===== config.mk =====
export PLATFORM = sky130hd
export DESIGN_NAME = fwpc_top
export DESIGN_NICKNAME = d
export VERILOG_FILES = /design/src/hw/fwpc_pkg.sv /design/src/hw/fwpc_buf_if.sv /design/src/hw/fwpc_top.sv /design/src/hw/fwpc_buf.sv
export SDC_FILE = /design/constraint.sdc
export NUM_CORES = 1
export LEC_CHECK = 0
export ABC_CLOCK_PERIOD_IN_PS = 7000
export BUFFER_PORTS_ARGS = -buffer_cell sky130_fd_sc_hd__buf_2
export CAP_MARGIN = 5
export CORE_UTILIZATION = 35
export DETAILED_ROUTE_END_ITERATION = 7
export PLACE_DENSITY = 0.56
export SETUP_SLACK_MARGIN = 0.2
export SLEW_MARGIN = 20
export SYNTH_ARGS = -nofsm -noshare
export SYNTH_HDL_FRONTEND = slang
export SYNTH_SLANG_ARGS = --single-unit

===== constraint.sdc =====
create_clock -name core_clk_in -period 7 [get_ports core_clk_in]
set_input_delay 1.75 -clock core_clk_in [delete_from_list [all_inputs] [get_ports core_clk_in]]
set_output_delay 1.75 -clock core_clk_in [all_outputs]
set_load 0.02 [all_outputs]

===== src/hw/fwpc_pkg.sv =====
// Package for the function word printer control block.
// Assumes a single 200 MHz system clock.
package fwpc_pkg;
  localparam int unsigned CLK_HZ = 200000000;
  localparam int unsigned CLK_MHZ = 200;
  // Function word layout
  localparam int unsigned FW_W = 7;
  localparam int unsigned FW_OUT_EN = 0;
  localparam int unsigned FW_PRINT = 1;
  localparam int unsigned FW_PUNCH = 2;
  localparam int unsigned FW_IN_EN = 3;
  localparam int unsigned FW_IN_LO = 4;
  localparam int unsigned FW_IN_W = 3;
  localparam logic [2:0] IN_NONE = 3'h0;
  localparam logic [2:0] IN_KEYBOARD = 3'h1;
  localparam logic [2:0] IN_READER = 3'h2;
  localparam logic [2:0] IN_READ_START = 3'h6;
  localparam int unsigned DATA_W = 8;
  localparam int unsigned CHAR_W = 7;
  // Timing: the figure as printed, then the derived cycle count
  localparam int unsigned ACK_PULSE_US = 2;
  localparam int unsigned ACK_PULSE_CYC = ACK_PULSE_US * CLK_MHZ;
  localparam int unsigned ELEM_US = 9090;
  localparam int unsigned ELEM_CYC = ELEM_US * CLK_MHZ;
  localparam int unsigned READY_MS = 500;
  localparam int unsigned READY_CYC = READY_MS * (CLK_HZ / 1000);
  localparam int unsigned CNT_W = 27;
  // Frame: start, seven data bits, stop
  localparam logic [3:0] FRAME_LAST = 4'h8;
  localparam logic [3:0] FRAME_FIRST_DATA = 4'h1;
  localparam logic LINE_MARK = 1'b1;
  localparam logic LINE_SPACE = 1'b0;
  typedef enum logic [1:0] {
    FWPC_IDLE = 2'b00,
    FWPC_WAIT = 2'b01,
    FWPC_SEND = 2'b11
  } fwpc_state_t;
endpackage : fwpc_pkg


===== src/hw/fwpc_buf_if.sv =====
// Valid/ready carrier for a character between the latch and the serializer.
// Assumes both ends share core_clk_in.
`timescale 1ns/1ps
interface fwpc_buf_if;
  logic valid;
  logic ready;
  logic [fwpc_pkg::CHAR_W-1:0] data;
  modport src (output valid, output data, input ready);
  modport snk (input valid, input data, output ready);
endinterface : fwpc_buf_if


===== src/hw/fwpc_top.sv =====
// Function word decoder and printer output handshake with serializer.
// Assumes host inputs synchronous to core_clk_in; function word valid with its ack.
// What this block does
// - Output-enable low keeps printer and punch selection
// - Bits two and one select punch, printer
// - Input-enable low keeps input device selection
// - Bits six to four select keyboard, reader
// - Code 110 enables reader, starts read
// - Printer select sets flag, indicator, motor
// - Half second later: ready, clear, request
// - Ack latches data, drops request, starts serializer
// - Frame: space start, seven bits, mark stop
// - After character: clear register, request again
// - Print clear, master clear, deselect stop printing
// - Function ack gives 2 us select window
// - In window, print bit sets/clears flag
// - Select clear holds ready flag cleared
// - Clear register when feed, delay, transfer idle
// - Request needs clear condition and punch idle
// - Each element 9.09 ms, bit 0 first
// - No function requests while serializer busy
`timescale 1ns/1ps
module fwpc_top #(
  parameter int unsigned ELEM_CYCLES = fwpc_pkg::ELEM_CYC,
  parameter int unsigned READY_CYCLES = fwpc_pkg::READY_CYC
) (
  input wire logic core_clk_in,
  input wire logic reset_n_in,
  input wire logic [fwpc_pkg::FW_W-1:0] function_word_in,
  input wire logic function_word_ack_in,
  output logic function_word_request_out,
  input wire logic function_word_want_in,
  input wire logic [fwpc_pkg::DATA_W-1:0] output_data_in,
  input wire logic output_word_ack_in,
  output logic output_word_request_out,
  input wire logic print_clear_in,
  input wire logic master_clear_in,
  input wire logic feed_active_in,
  input wire logic feed_delay_busy_in,
  output logic print_select_out,
  output logic print_lamp_out,
  output logic printer_motor_out,
  output logic perforator_select_out,
  output logic keyboard_select_out,
  output logic reader_select_out,
  output logic read_start_out,
  output logic printer_data_out,
  output logic serializer_busy_out
);
  import fwpc_pkg::*;

  logic fw_ack_d_reg;
  logic output_word_ack_d_reg;
  logic [CNT_W-1:0] win_cnt_reg;
  logic [FW_W-1:0] fw_reg;
  logic print_select_ff;
  logic perforator_select_ff;
  logic keyboard_reg;
  logic reader_reg;
  logic read_start_reg;
  logic [CNT_W-1:0] ready_cnt_reg;
  logic printer_go_ff;
  logic print_transfer_ff;
  logic [CHAR_W-1:0] out_reg;
  fwpc_state_t state_reg;
  logic [CNT_W-1:0] elem_cnt_reg;
  logic [3:0] frame_idx_reg;
  logic [CHAR_W-1:0] shift_reg;
  logic line_reg;
  logic busy_reg;

  fwpc_buf_if wr_if ();
  fwpc_buf_if rd_if ();

  // Acknowledge rising edges, each acted on once
  wire fw_ack_edge = function_word_ack_in && !fw_ack_d_reg;
  wire output_word_ack_edge = output_word_ack_in && !output_word_ack_d_reg;
  wire window_on = (win_cnt_reg != '0);
  wire out_en = fw_reg[FW_OUT_EN];
  wire in_en = fw_reg[FW_IN_EN];
  wire [FW_IN_W-1:0] in_code = fw_reg[FW_IN_LO +: FW_IN_W];
  wire stop_print = print_clear_in || master_clear_in;
  wire printer_go_wipe = !print_select_ff;
  wire printer_go_delayed_enable = (ready_cnt_reg == CNT_W'(READY_CYCLES));
  wire clear_cond = !feed_active_in && !feed_delay_busy_in && !print_transfer_ff;
  wire out_reg_clear = clear_cond;
  wire req_raw = clear_cond && !perforator_select_ff && printer_go_ff && wr_if.ready;
  wire elem_done = (elem_cnt_reg == CNT_W'(ELEM_CYCLES - 1));

  // Window and decode
  always_ff @(posedge core_clk_in or negedge reset_n_in) begin
    if (!reset_n_in) begin
      fw_ack_d_reg <= 1'b0;
      output_word_ack_d_reg <= 1'b0;
      win_cnt_reg <= '0;
      fw_reg <= '0;
    end else begin
      fw_ack_d_reg <= function_word_ack_in;
      output_word_ack_d_reg <= output_word_ack_in;
      if (fw_ack_edge) begin
        win_cnt_reg <= CNT_W'(ACK_PULSE_CYC);
        fw_reg <= function_word_in;
      end else if (window_on) begin
        win_cnt_reg <= win_cnt_reg - CNT_W'(1);
      end
    end
  end

  // Selection flags, set only inside the window; print clear and master clear act at any time
  always_ff @(posedge core_clk_in or negedge reset_n_in) begin
    if (!reset_n_in) begin
      print_select_ff <= 1'b0;
      perforator_select_ff <= 1'b0;
      keyboard_reg <= 1'b0;
      reader_reg <= 1'b0;
      read_start_reg <= 1'b0;
    end else begin
      read_start_reg <= 1'b0;
      if (stop_print) begin
        print_select_ff <= 1'b0;
      end else if (window_on && out_en) begin
        print_select_ff <= fw_reg[FW_PRINT];
      end
      if (master_clear_in) begin
        perforator_select_ff <= 1'b0;
        keyboard_reg <= 1'b0;
        reader_reg <= 1'b0;
      end else if (window_on) begin
        if (out_en) begin
          perforator_select_ff <= fw_reg[FW_PUNCH];
        end
        if (in_en) begin
          case (in_code)
            IN_NONE: begin
              keyboard_reg <= 1'b0;
              reader_reg <= 1'b0;
            end
            IN_KEYBOARD: begin
              keyboard_reg <= 1'b1;
              reader_reg <= 1'b0;
            end
            IN_READER: begin
              keyboard_reg <= 1'b0;
              reader_reg <= 1'b1;
            end
            IN_READ_START: begin
              keyboard_reg <= 1'b0;
              reader_reg <= 1'b1;
              read_start_reg <= fw_ack_d_reg && (win_cnt_reg == CNT_W'(ACK_PULSE_CYC));
            end
            default: begin
            end
          endcase
        end
      end
    end
  end

  // Half-second delay and ready flag
  always_ff @(posedge core_clk_in or negedge reset_n_in) begin
    if (!reset_n_in) begin
      ready_cnt_reg <= '0;
      printer_go_ff <= 1'b0;
    end else if (printer_go_wipe) begin
      ready_cnt_reg <= '0;
      printer_go_ff <= 1'b0;
    end else begin
      if (!printer_go_delayed_enable) begin
        ready_cnt_reg <= ready_cnt_reg + CNT_W'(1);
      end else begin
        printer_go_ff <= 1'b1;
      end
    end
  end

  // Output register: latch on ack, cleared when the clear condition holds
  always_ff @(posedge core_clk_in or negedge reset_n_in) begin
    if (!reset_n_in) begin
      print_transfer_ff <= 1'b0;
      out_reg <= '0;
    end else if (output_word_ack_edge && output_word_request_out) begin
      print_transfer_ff <= 1'b1;
      out_reg <= output_data_in[CHAR_W-1:0];
    end else if (print_transfer_ff) begin
      print_transfer_ff <= 1'b0;
    end else if (out_reg_clear) begin
      out_reg <= '0;
    end
  end

  // Word handed to the buffer one cycle after the latch
  assign wr_if.valid = print_transfer_ff;
  assign wr_if.data = out_reg;
  assign rd_if.ready = (state_reg == FWPC_IDLE) && print_select_ff;

  fwpc_buf u_buf (
    .clk_in(core_clk_in),
    .reset_n_in(reset_n_in),
    .wr(wr_if),
    .rd(rd_if)
  );

  // Serializer
  always_ff @(posedge core_clk_in or negedge reset_n_in) begin
    if (!reset_n_in) begin
      state_reg <= FWPC_IDLE;
      elem_cnt_reg <= '0;
      frame_idx_reg <= '0;
      shift_reg <= '0;
      line_reg <= LINE_MARK;
      busy_reg <= 1'b0;
    end else begin
      case (state_reg)
        FWPC_IDLE: begin
          line_reg <= LINE_MARK;
          if (rd_if.valid && rd_if.ready) begin
            shift_reg <= rd_if.data;
            line_reg <= LINE_SPACE;
            elem_cnt_reg <= '0;
            frame_idx_reg <= '0;
            busy_reg <= 1'b1;
            state_reg <= FWPC_SEND;
          end
        end
        FWPC_SEND: begin
          if (!elem_done) begin
            elem_cnt_reg <= elem_cnt_reg + CNT_W'(1);
          end else begin
            elem_cnt_reg <= '0;
            frame_idx_reg <= frame_idx_reg + 4'h1;
            if (frame_idx_reg == FRAME_LAST) begin
              line_reg <= LINE_MARK;
              busy_reg <= 1'b0;
              state_reg <= FWPC_IDLE;
            end else if (frame_idx_reg == FRAME_LAST - FRAME_FIRST_DATA) begin
              line_reg <= LINE_MARK;
            end else begin
              line_reg <= shift_reg[0];
              shift_reg <= shift_reg >> 1;
            end
          end
        end
        default: begin
          state_reg <= FWPC_IDLE;
          busy_reg <= 1'b0;
        end
      endcase
    end
  end

  // Outputs
  assign output_word_request_out = req_raw && !print_transfer_ff && !stop_print;
  assign function_word_request_out = function_word_want_in && !busy_reg;
  assign print_select_out = print_select_ff;
  assign print_lamp_out = print_select_ff;
  assign printer_motor_out = print_select_ff;
  assign perforator_select_out = perforator_select_ff;
  assign keyboard_select_out = keyboard_reg;
  assign reader_select_out = reader_reg;
  assign read_start_out = read_start_reg;
  assign printer_data_out = line_reg;
  assign serializer_busy_out = busy_reg;

  // Checks
  AST_GO_WIPE: assert property (@(posedge core_clk_in) disable iff (!reset_n_in)
    !print_select_ff |=> !printer_go_ff)
    else $error("Ready flag set without select");
  AST_SEL_WINDOW: assert property (@(posedge core_clk_in) disable iff (!reset_n_in)
    $rose(print_select_ff) |-> $past(window_on))
    else $error("Select set outside window");
  AST_NO_FW_REQ: assert property (@(posedge core_clk_in) disable iff (!reset_n_in)
    busy_reg |-> !function_word_request_out)
    else $error("Function request while busy");
  AST_ACK_DROP: assert property (@(posedge core_clk_in) disable iff (!reset_n_in)
    output_word_ack_edge && output_word_request_out |=> !output_word_request_out)
    else $error("Request not withdrawn on ack");
  AST_START_SPACE: assert property (@(posedge core_clk_in) disable iff (!reset_n_in)
    $rose(busy_reg) |-> printer_data_out == LINE_SPACE)
    else $error("Start element not space");
  AST_IDLE_MARK: assert property (@(posedge core_clk_in) disable iff (!reset_n_in)
    state_reg == FWPC_IDLE && !$rose(busy_reg) && $past(state_reg) == FWPC_IDLE
    |-> printer_data_out == LINE_MARK)
    else $error("Idle line not mark");
  AST_REQ_COND: assert property (@(posedge core_clk_in) disable iff (!reset_n_in)
    output_word_request_out |-> !perforator_select_ff && !feed_active_in && printer_go_ff)
    else $error("Request without enables");
  AST_STOP_CLEAR: assert property (@(posedge core_clk_in) disable iff (!reset_n_in)
    print_clear_in |=> !print_select_ff)
    else $error("Print clear ignored");
  AST_KEEP_OUT: assert property (@(posedge core_clk_in) disable iff (!reset_n_in)
    window_on && !out_en && !master_clear_in |=> $stable(perforator_select_ff))
    else $error("Punch changed with output disabled");
  COV_FRAME: cover property (@(posedge core_clk_in) disable iff (!reset_n_in)
    $fell(busy_reg));
  COV_REQ: cover property (@(posedge core_clk_in) disable iff (!reset_n_in)
    $rose(output_word_request_out));
  COV_READ: cover property (@(posedge core_clk_in) disable iff (!reset_n_in)
    read_start_out);
endmodule : fwpc_top


===== src/hw/fwpc_buf.sv =====
// Two-entry character buffer with valid/ready on both sides.
// Assumes synchronous use on one clock with async active-low reset.
`timescale 1ns/1ps
module fwpc_buf (
  input wire logic clk_in,
  input wire logic reset_n_in,
  fwpc_buf_if.snk wr,
  fwpc_buf_if.src rd
);
  import fwpc_pkg::*;
  logic [CHAR_W-1:0] mem_reg [2];
  logic wptr_reg;
  logic rptr_reg;
  logic [1:0] count_reg;
  wire push = wr.valid && wr.ready;
  wire pop = rd.valid && rd.ready;
  assign wr.ready = (count_reg != 2'h2);
  assign rd.valid = (count_reg != 2'h0);
  assign rd.data = mem_reg[rptr_reg];
  always_ff @(posedge clk_in or negedge reset_n_in) begin
    if (!reset_n_in) begin
      wptr_reg <= 1'b0;
      rptr_reg <= 1'b0;
      count_reg <= 2'h0;
      mem_reg[0] <= '0;
      mem_reg[1] <= '0;
    end else begin
      if (push) begin
        mem_reg[wptr_reg] <= wr.data;
        wptr_reg <= ~wptr_reg;
      end
      if (pop) begin
        rptr_reg <= ~rptr_reg;
      end
      count_reg <= count_reg + {1'b0, push} - {1'b0, pop};
    end
  end
  AST_BUF_NO_OVER: assert property (@(posedge clk_in) disable iff (!reset_n_in)
    count_reg == 2'h2 |-> !wr.ready)
    else $error("Buffer accepts while full");
endmodule : fwpc_buf


==> metrics.md, run 1 <==
| Metric | Value |
|---|---|
| Outcome | finished clean |
| Core ar. | 19,000 um^2 |
| Htree depth | 4 |
| Tmin final | 4.71 ns |
| Area leader, netlist | dfrtp_1 |
| Syn_area_per_cell | 9.70 um^2 |
| Startpoint types | primary input |
| Worst min path class | reg -> reg |
| Fmax | 212 MHz |
| Final ANT Viol Nets | 0 |
| WL final | 14,800 um |
| Area delta synth->final | 15.4% |
| GR Overflow Total | 0 |
| Residual DRC | 0 |
| Total power density per cell area | 242 nW/um^2 |
| Mapped Nets | 738 |
| Clk slew on worst S/H paths | 0.06 ns |
| WP data arrival | 2.96 ns |
| Maxcap violations | 0 |
| Die width | 142 um |
| Initial Utilization | 36.1% |
| RSZ-0062 raised after global routing | no |
| Synth Instances | 706 |
| Routed vias/inst | 5.25 |
| Crit Path Class | in -> out |
| Cell leakage power | 3.46 nW |
| Gpl congestion | 0.821 |
| Synthesis-stage register bit count | 135 |
| Placed cell area | 7250 um^2 |
| Synth Flop Type | dfrtp_1 |
| Worst-path fanout max | 8 |
| TritonCTS Buffers | 17 |
| Row Count | 50 |
| Post-DP HPWL | 9840 um |
| Most common cell in the netlist | dfrtp_1 |
| Largest net degree at the start of global routing | 78 |
| Fin crit share | 67.3% |
| Pwr Total | 1.91 mW |
| Post-layout util | 41.7% |
| Wire per inst | 14.7 um |
| Clk_skew | 0.00507 ns |
| Slew Viols, Final | 0 |
| TritonCTS clock tree | yes |
| Mapped Area | 6850 um^2 |
| Post-synth top area share | 49.0% |
| Sequential area share after synthesis | 49.4% |
| Die Ht | 142 um |
| Share of cells above drive strength 1 | 12.9% |
| Clk sinks | 135 |
| All-Layer GR Usage | 16.1% |
| DRT iter0 DRCs | 259 |
| VDD IR max | 0.000162 V |
| Final-stage net count | 762 |
| Setup TNS | 0 ns |
| Distinct cells, synth | 58 |
| CTS max path bufs | 2 |
| CP Data Required Time | 5.25 ns |
| Initial antenna violation count | 0 |
| First-pass GRT wire length | 25,700 um |
| CP Capture Type | output pin |
| Worst-Margin Slew | 0.958 ns |
| Slew margin rel. | 36.1% |
| Post-synth top cells | dfrtp_1 (134), nand2_1 (68), nor2_1 (59), a21oi_1 (33), o21ai_0 (32) |
| FILL cells | 1,848 |
| Post-route cell area | 7900 um^2 |
| Drt pass-1 iters | 4 |
| Vias in the first global route | 5,290 |
| Port Buf Inserts | 33 |
| Final setup violating endpoints | 0 |
| Post-CTS Resized | 0 |
| Post-synth EDFFs | 0 |
| Synth area leaders | dfrtp_1 (49%), nand2_1 (3.7%), nor2_1 (3.2%), xnor2_1 (3.1%), xor2_1 (3.1%) |
| DIE AREA | 20,100 um^2 |
| # diodes | 0 |
| Clk_lat worst skew | 0.42 ns |
| Ys async rst share | 100% |
| Boundary pin count | 35 |
| Hold Vio Cnt, Final | 0 |
| Root Driver | clkbuf_16 |
| Hold buffers post-CTS | 0 |
| Post-CTS Repair Setup Buffers | 0 |
| Vias | 5,269 |
| YS warnings | 0 |
[critical path: stages]
cell and delay [ns]:
buf_2 0.09, or3_1 0.47, nor4b_1 0.26, and3_1 0.21, buf_2 0.17
[final cells by class]
cell class	instances	area (um^2)	share of cell area [%]
clock buffers	24	512	6.48
clock inverters	8	140	1.77
inverters	18	67.6	0.855
multi-input cells	520	3270	41.4
flip-flops and latches	135	3380	42.8
well taps	260	325	4.12
repair buffers	38	209	2.64
[routing by layer]
| metal | track usage (%) | up-vias | part of all wire (%) |
|---|---|---|---|
| met5 | 0 | - | 0 |
| met2 | 26.3 | 67 | 48 |
| met1 | 20.5 | 2588 | 47 |
| met4 | 6.00 | 0 | 1.3 |
| li1 | - | 2596 | - |
| met3 | 4.08 | 18 | 3.4 |
[logic make-up (layout without fill, tap and decap cells)]
kind of cell	Yosys count	in the layout	share of synthesized area, %
AOI/OAI and AO/OA	124	124	11.2
xor gates and xnor gates	48	48	6.14
adders and majority gates	8	8	1.46
buffers and inverters	51	88	3.09
DFF	135	135	49.4
muxes	32	32	4.99
and+or+nand+nor	308	308	23.7
[stage by stage]
step	setup slack, ns	hold slack, ns	std cells
after CTS	2.26	0.484	1003
after floorplan	2.49	0.445	706
after global routing	2.23	0.500	1003
after global placement	2.25	0.462	971
after detailed placement	2.27	0.471	971
final	2.29	0.485	1003
[placed cells by master, fill, tap and decap left out, types with 5 or more instances in the layout]
cell type and count:
o21ai_0 32, nor2b_1 7, nand3_1 27, nand4_1 15, inv_1 17, mux2i_1 15
and3_1 5, ha_1 8, clkbuf_8 6, clkbuf_16 17, xor2_1 24, nor2_1 59
a41oi_1 5, buf_4 5, a31oi_1 16, nor3_1 20, a22o_1 9, mux2_2 17
a21oi_1 32, or3_1 16, buf_2 32, dfrtp_1 134, and2_1 26, o211ai_1 5
nand2b_1 6, xnor2_1 24, nor4_1 27, nand2_1 68, and4_1 9
[worst paths after layout]
kind,startpoint,endpoint,slack (ns),depth (start not counted)
max,feed_delay_busy_in,output_word_request_out,2.29,5
min,fw_reg[2]$_DFFE_PN0P_,fw_reg[2]$_DFFE_PN0P_,0.49,2
max reg2reg,win_cnt_reg[0]$_DFFE_PN0P_,win_cnt_reg[25]$_DFFE_PN0P_,3.76,7
min reg2reg,fw_reg[2]$_DFFE_PN0P_,fw_reg[2]$_DFFE_PN0P_,0.49,2
max in group asynchronous,reset_n_in,u_buf.mem_reg[6]$_DFFE_PN0P_,4.33,2
min in group asynchronous,reset_n_in,shift_reg[6]$_DFFE_PN0P_,1.30,1
[power breakdown]
part	switching (mW)	internal, mW	total [mW]
Combinational	0.0637	0.0391	0.103
Sequential	0.0285	0.806	0.835
Clock	0.324	0.650	0.975
Note: power is estimated with default switching activity, not from simulation.
==> inputs of run 2 (changes only) <==
--- a/config.mk
+++ b/config.mk
@@ -5,12 +5,13 @@
 export SDC_FILE = /design/constraint.sdc
 export NUM_CORES = 1
 export LEC_CHECK = 0
-export ABC_CLOCK_PERIOD_IN_PS = 7000
+export ABC_AREA = 1
+export ABC_CLOCK_PERIOD_IN_PS = 4140
 export BUFFER_PORTS_ARGS = -buffer_cell sky130_fd_sc_hd__buf_2
 export CAP_MARGIN = 5
 export CORE_UTILIZATION = 35
 export DETAILED_ROUTE_END_ITERATION = 7
-export PLACE_DENSITY = 0.56
+export PLACE_DENSITY = 0.58
 export SETUP_SLACK_MARGIN = 0.2
 export SLEW_MARGIN = 20
 export SYNTH_ARGS = -nofsm -noshare
==> constraint.sdc (replaced) <==
create_clock -name core_clk_in -period 4.14 [get_ports core_clk_in]
set_input_delay 1.035 -clock core_clk_in [delete_from_list [all_inputs] [get_ports core_clk_in]]
set_output_delay 1.035 -clock core_clk_in [all_outputs]
set_load 0.02 [all_outputs]
==> run 2 against run 1 <==
Effect of this change: area after synthesis up 12%; synthesized cell count is 53% higher; clock skew grew 0.0059 ns; sequential power rose by 70%; worst setup slack worse by 1.5 ns; clock power increased by 54%; register-to-register slack worse by 2.1 ns.
==> metrics.md, run 2 <==
| Metric | Value |
|---|---|
| Outcome | finished clean |
| VDD IR max | 0.000272 V (+68%) |
| Total power density per cell area | 362 nW/um^2 (+49%) |
| R2R Path End | shift_reg[6]$_DFFE_PN0P_ |
| RSZ-0062 raised after global routing | no |
| Core ar. | 21,300 um^2 (+12%) |
| Fin crit share | 81.3% |
| Fmax | 297 MHz |
| Cell leakage power | 4.03 nW (+16%) |
| Gpl congestion | 0.864 (+5.2%) |
| TritonCTS clock tree | yes |
| Area delta synth->final | 13.4% |
| Worst hold margin | 0.435 ns (-0.0503 ns) |
| Vias in the first global route | 6,550 (+24%) |
| Clk_lat worst skew | 0.43 ns (about the same) |
| Clock power frac | 47.4% (-3.6 points) |
| Mapped Area | 7700 um^2 (+12%) |
| Row Count | 53 (+6.0%) |
| Post-CTS Repair Setup Buffers | 0 (unchanged) |
| Tmin final | 3.37 ns |
| YS warnings | 0 (unchanged) |
| WP data arrival | 2.33 ns (-0.63 ns) |
| Wire per inst | 13.2 um (-11%) |
| Maxcap violations | 0 (unchanged) |
| TritonCTS Buffers | 17 (unchanged) |
| Area leader, netlist | dfrtp_1 |
| Hold path start | output_word_ack_d_reg$_DFF_PN0_ |
| Syn_area_per_cell | 7.14 um^2 (-26%) |
| Slew margin rel. | 44.1% (+7.9 points) |
| WL final | 18,500 um (+25%) |
| Post-synth EDFFs | 0 (unchanged) |
| Initial antenna violation count | 0 (unchanged) |
| Clk slew on worst S/H paths | 0.06 ns (about the same) |
| Root Driver | clkbuf_16 |
| Sequential power share | 44.8% (+1.2 points) |
| FILL cells | 2,174 (+18%) |
| Hold buffers post-CTS | 0 (unchanged) |
| Startpoint types | primary input |
| Post-synth top area share | 43.5% (-5.4 points) |
| Worst min path class | reg -> reg |
| Most common cell in the netlist | nand2_1 |
| Ys async rst share | 100% (unchanged) |
| P_sw | 810 uW (+94%) |
| Final setup violating endpoints | 0 (unchanged) |
| First-pass GRT wire length | 32,600 um (+27%) |
| DRT iter0 DRCs | 527 (+100%) |
| Distinct cells, synth | 37 (-36%) |
| Vias | 6,779 (+29%) |
| Reg2Reg Depth | 7 (unchanged) |
| DIE AREA | 22,600 um^2 (+12%) |
| Final ANT Viol Nets | 0 (unchanged) |
| Combinational power share | 7.8% (+2.4 points) |
| R2R Setup Slk | 1.66 ns (-2.10 ns) |
| Synth area leaders | dfrtp_1 (44%), nand2_1 (15%), nor2_1 (8.9%), nand3_1 (5.9%), inv_1 (5.4%) |
| Slew Viols, Final | 0 (unchanged) |
| Sequential area share after synthesis | 43.9% (-5.5 points) |
| CP Capture Type | output pin |
| Synthesis-stage register bit count | 135 (unchanged) |
| Post-synth top cells | nand2_1 (314), nor2_1 (183), dfrtp_1 (134), inv_1 (110), nand3_1 (91) |
| Worst Hold Path EP | print_transfer_ff$_DFF_PN0_ |
| Share of cells above drive strength 1 | 8.78% (-4.1 points) |
| Boundary pin count | 35 (unchanged) |
| Synth Instances | 1,078 (+53%) |
| Switching part of the total | 25.7% (+3.9 points) |
| Residual DRC | 0 (unchanged) |
| Min-Delay Path Depth | 1 (-1) |
| Routed vias/inst | 4.84 (-8.0%) |
| Setup TNS | 0 ns (unchanged) |
| Die Ht | 150 um (+6.0%) |
| Initial Utilization | 36.2% (+0.047 points) |
| Drt pass-1 iters | 5 (+1) |
| Crit Path Class | in -> out |
| Most common cell after layout, fill and taps aside | nand2_1 |
| Clk sinks | 135 (unchanged) |
| Internal | 2.35 mW (+57%) |
| Post-CTS Resized | 0 (unchanged) |
| Htree depth | 4 (unchanged) |
| Post-layout util | 41.0% (-0.67 points) |
| Post-DP HPWL | 13,500 um (+37%) |
| Reg-to-Reg Start | state_reg[0]$_DFFE_PN0P_ |
| Synth Flop Type | dfrtp_1 |
| Port Buf Inserts | 33 (unchanged) |
| Final-stage net count | 1,147 (+51%) |
| Mapped Nets | 1,110 (+50%) |
| CTS max path bufs | 2 (unchanged) |
| GR Overflow Total | 0 (unchanged) |
| Die width | 150 um (+6.0%) |
| All-Layer GR Usage | 18.2% (+2.1 points) |
| Clk_skew | 0.0110 ns (+0.00588 ns) |
| Most frequent cells in the layout | nand2_1 (314), nor2_1 (183), dfrtp_1 (134) |
| Hold Vio Cnt, Final | 0 (unchanged) |
| # diodes | 0 (unchanged) |
| Worst-Margin Slew | 0.838 ns (-0.120 ns) |
| CP Data Required Time | 3.11 ns (-2.14 ns) |
| Worst-path fanout max | 8 (unchanged) |
| Largest net degree at the start of global routing | 87 (+12%) |
==> run 2: cell types whose count changed after synthesis, sizes merged, moves of 19 or more <==
| cell | delta |
|---|---|
| o21ai | +32 |
| a21oi | -19 |
| and2 | -26 |
| nand3 | +64 |
| nand2 | +252 |
| nor4 | -26 |
| inv | +94 |
| nor2 | +133 |
==> run 2: area by class of cell <==
cell class                 instances  area (um^2)  area share, %
multi-input combinational        808         3780           43.3
sequential                       135         3380           38.7
clock buffer                      20          447           5.12
inverter                         113          429           4.92
tap                              275          344           3.94
timing repair buffer              40          224           2.57
clock inverter                    11          125           1.43
==> run 2: worst max path at each step <==
stage,from,to,slack (ns),cells past startpoint
global route,master_clear_in,output_word_request_out,0.55,7
global placement,master_clear_in,output_word_request_out,0.75,7
floorplan,print_clear_in,output_word_request_out,1.29,5
CTS,master_clear_in,output_word_request_out,0.73,7
finish,master_clear_in,output_word_request_out,0.77,7
detailed placement,master_clear_in,output_word_request_out,0.74,7
==> run 2: power by group through the flow <==
stage               sequential [mW]  combinational (mW)  clock [mW]
floorplan                      1.43               0.162           0
finish                         1.42               0.246        1.50
CTS                            1.41               0.250        1.53
global route                   1.42               0.290        1.58
detailed placement             1.44               0.250           0
global placement               1.44               0.246           0
==> run 2: critical path: stages <==
cell	delay [ns]
buf_2	0.12
nor2_1	0.27
nand2_1	0.14
nor4_4	0.41
nand2_1	0.13
inv_1	0.07
buf_2	0.15
==> run 2: kinds of logic after synthesis <==
logic type | share of synthesized area (%)
AND/OR/NAND/NOR | 37.8
buffers and inverters | 7.00
flip-flops | 43.9
AO/OA/AOI/OAI | 6.22
XOR/XNOR | 2.96
adder cells (fa/ha/maj) | 1.30
multiplexers | 0.780
==> run 2: routing by layer <==
layer,routed length [um],share of wire [%],track usage (%),vias up
met5,0,0,0,-
met4,257,1.4,5.86,0
met3,608,3.3,3.45,19
met2,8210,44,27.9,97
met1,9400,51,25.7,3137
li1,-,-,-,3526
==> run 2: metrics by stage <==
step	setup WS (ns)	power, mW	area [um^2]	cells
global route	0.553	3.29	8730	1402
detailed placement	0.736	1.69	8160	1371
CTS	0.729	3.19	8730	1402
global placement	0.746	1.68	8160	1371
finish	0.774	3.16	8730	1402
floorplan	1.29	1.59	7700	1078
==> inputs of run 3 (changes only) <==
--- a/config.mk
+++ b/config.mk
@@ -6,7 +6,7 @@
 export NUM_CORES = 1
 export LEC_CHECK = 0
 export ABC_AREA = 1
-export ABC_CLOCK_PERIOD_IN_PS = 4140
+export ABC_CLOCK_PERIOD_IN_PS = 2900
 export BUFFER_PORTS_ARGS = -buffer_cell sky130_fd_sc_hd__buf_2
 export CAP_MARGIN = 5
 export CORE_UTILIZATION = 35
==> constraint.sdc (replaced) <==
create_clock -name core_clk_in -period 2.9 [get_ports core_clk_in]
set_input_delay 0.725 -clock core_clk_in [delete_from_list [all_inputs] [get_ports core_clk_in]]
set_output_delay 0.725 -clock core_clk_in [all_outputs]
set_load 0.02 [all_outputs]
==> run 3 against run 2 <==
Effect of this change: hold slack got worse by 0.12 ns; largest cell class unchanged; register-to-register slack got worse by 0.75 ns; wire length rose by 0.87%; worst setup slack got worse by 0.39 ns; via count is 0.41% higher; clock skew increased by 0.0054 ns; non-clock buffer count increased by 7; sequential power increased by 42%; largest power group unchanged; sequential cell count is the same; critical endpoint unchanged; critical path type unchanged; combinational power increased by 45%; sequential share of layout area shrank 0.57 points.
==> metrics.md, run 3 (same netlist as run 2, synthesis figures left out) <==
| Metric | Value |
|---|---|
| First-pass GRT wire length | 32,100 um (-1.4%) |
| Hold buffers post-CTS | 0 (unchanged) |
| Initial Utilization | 36.2% (unchanged) |
| Cell Chain, Critical Path | buf_2, nor2_1, nand2_1, nor4_4, nand2_1, inv_1, buf_2 |
| Post-layout util | 41.6% (+0.61 points) |
| FILL cells | 2,173 (-0.046%) |
| Post-CTS Resized | 0 (unchanged) |
| Boundary pin count | 35 (unchanged) |
| CP bufs+invs | 3 (unchanged) |
| Reg-to-Reg Start | elem_cnt_reg[0]$_DFFE_PN0N_ |
| Vias | 6,807 (+0.41%) |
| CP max stage delay | 0.28 ns (-0.13 ns) |
| Die width | 150 um (unchanged) |
| Clk_lat worst skew | 0.42 ns (about the same) |
| Initial antenna violation count | 0 (unchanged) |
| Gpl congestion | 0.898 (+3.9%) |
| Wire per inst | 13.2 um (+0.29%) |
| Most common cell after layout, fill and taps aside | nand2_1 |
| GR Overflow Total | 0 (unchanged) |
| DRT iter0 DRCs | 460 (-13%) |
| Clk_skew | 0.0164 ns (+0.00541 ns) |
| WP data arrival | 1.79 ns (-0.54 ns) |
| Startpoint types | primary input |
| Post-DP HPWL | 13,700 um (+1.9%) |
| Fmax | 397 MHz |
| TritonCTS clock tree | yes |
| R2R Setup Slk | 0.91 ns (-0.75 ns) |
| All-Layer GR Usage | 18.0% (-0.18 points) |
| Top delay family on crit path | simple AND/OR/NAND/NOR gates |
| DIE AREA | 22,600 um^2 (unchanged) |
| Root Driver | clkbuf_16 |
| R2R Path End | shift_reg[5]$_DFFE_PN0P_ |
| Drt pass-1 iters | 5 (unchanged) |
| CP max-delay cell | nor2_1 |
| Setup TNS | 0 ns (unchanged) |
| Final ANT Viol Nets | 0 (unchanged) |
| Tmin final | 2.52 ns |
| Maxcap violations | 0 (unchanged) |
| Reg2Reg Depth | 10 (+3) |
| Slew Viols, Final | 0 (unchanged) |
| Clk sinks | 135 (unchanged) |
| Slew margin rel. | 57.0% (+13 points) |
| Row Count | 53 (unchanged) |
| Worst-Margin Slew | 0.645 ns (-0.193 ns) |
| Area delta synth->final | 15.1% |
| Htree depth | 4 (unchanged) |
| Hold Vio Cnt, Final | 0 (unchanged) |
| Worst-path fanout max | 3 (-5) |
| Vias in the first global route | 6,518 (-0.49%) |
| Share of cells above drive strength 1 | 9.60% (+0.82 points) |
| TritonCTS Buffers | 17 (unchanged) |
| CP Data Required Time | 2.17 ns (-0.94 ns) |
| Port Buf Inserts | 33 (unchanged) |
| Die Ht | 150 um (unchanged) |
| Most frequent cells in the layout | nand2_1 (314), nor2_1 (183), dfrtp_1 (134) |
| Crit Path Class | in -> out |
| CTS max path bufs | 2 (unchanged) |
| CP Capture Type | output pin |
| RSZ-0062 raised after global routing | no |
| Routed vias/inst | 4.83 (-0.16%) |
| Final setup violating endpoints | 0 (unchanged) |
| VDD IR max | 0.000370 V (+36%) |
| Cell leakage power | 4.11 nW (+2.0%) |
| Post-CTS Repair Setup Buffers | 0 (unchanged) |
| Fin crit share | 86.8% |
| Outcome | finished clean |
| WL final | 18,600 um (+0.87%) |
| Clk slew on worst S/H paths | 0.06 ns (about the same) |
| Residual DRC | 0 (unchanged) |
| Largest net degree at the start of global routing | 65 (-25%) |
| # diodes | 0 (unchanged) |
| Worst min path class | in -> async |
| Total power density per cell area | 532 nW/um^2 (+47%) |
| Final-stage net count | 1,154 (+0.61%) |
| Core ar. | 21,300 um^2 (unchanged) |
[run 3: power by group]
part / internal (mW) / switching, mW
registers: 1.95 / 0.0729
clock network: 1.47 / 0.870
logic: 0.122 / 0.235
total: 3.54 / 1.18
[run 3: per-layer routing]
layer  up-vias  routed length [um]  global-route usage (%)
li1       3530                   -                       -
met1      3145                9490                    25.6
met2       111                8220                    27.8
met3        21                 641                    3.06
met4         0                 290                    5.71
met5         -                   0                       0
[run 3: worst max path at each step]
stage | from | end | slack [ns] | cells after the start
final | master_clear_in | output_word_request_out | 0.38 | 7
after global routing | print_clear_in | output_word_request_out | 0.25 | 7
after CTS | master_clear_in | output_word_request_out | 0.32 | 7
after detailed placement | master_clear_in | output_word_request_out | 0.32 | 7
after global placement | master_clear_in | output_word_request_out | 0.33 | 7
after floorplan | print_clear_in | output_word_request_out | 0.67 | 5
[run 3: metrics by stage]
step | setup slack (ns) | hold WS (ns) | power [mW] | cell area, um^2 | cells
6_report | 0.384 | 0.318 | 4.72 | 8860 | 1410
2_1_floorplan | 0.666 | 0.407 | 2.27 | 7700 | 1078
5_1_grt | 0.253 | 0.363 | 4.91 | 8860 | 1410
3_5_place_dp | 0.319 | 0.422 | 2.41 | 8220 | 1378
4_1_cts | 0.316 | 0.329 | 4.77 | 8860 | 1410
3_3_place_gp | 0.331 | 0.421 | 2.41 | 8220 | 1378
[run 3: area by class of cell]
cell class / count / area (um^2) / area share, %
Timing Repair Buffer: 47 / 289 / 3.26
Sequential cell: 135 / 3380 / 38.1
Multi-Input combinational cell: 808 / 3780 / 42.7
Tap cell: 275 / 344 / 3.88
Clock inverter: 14 / 198 / 2.23
Clock buffer: 18 / 439 / 4.96
Inverter: 113 / 429 / 4.84
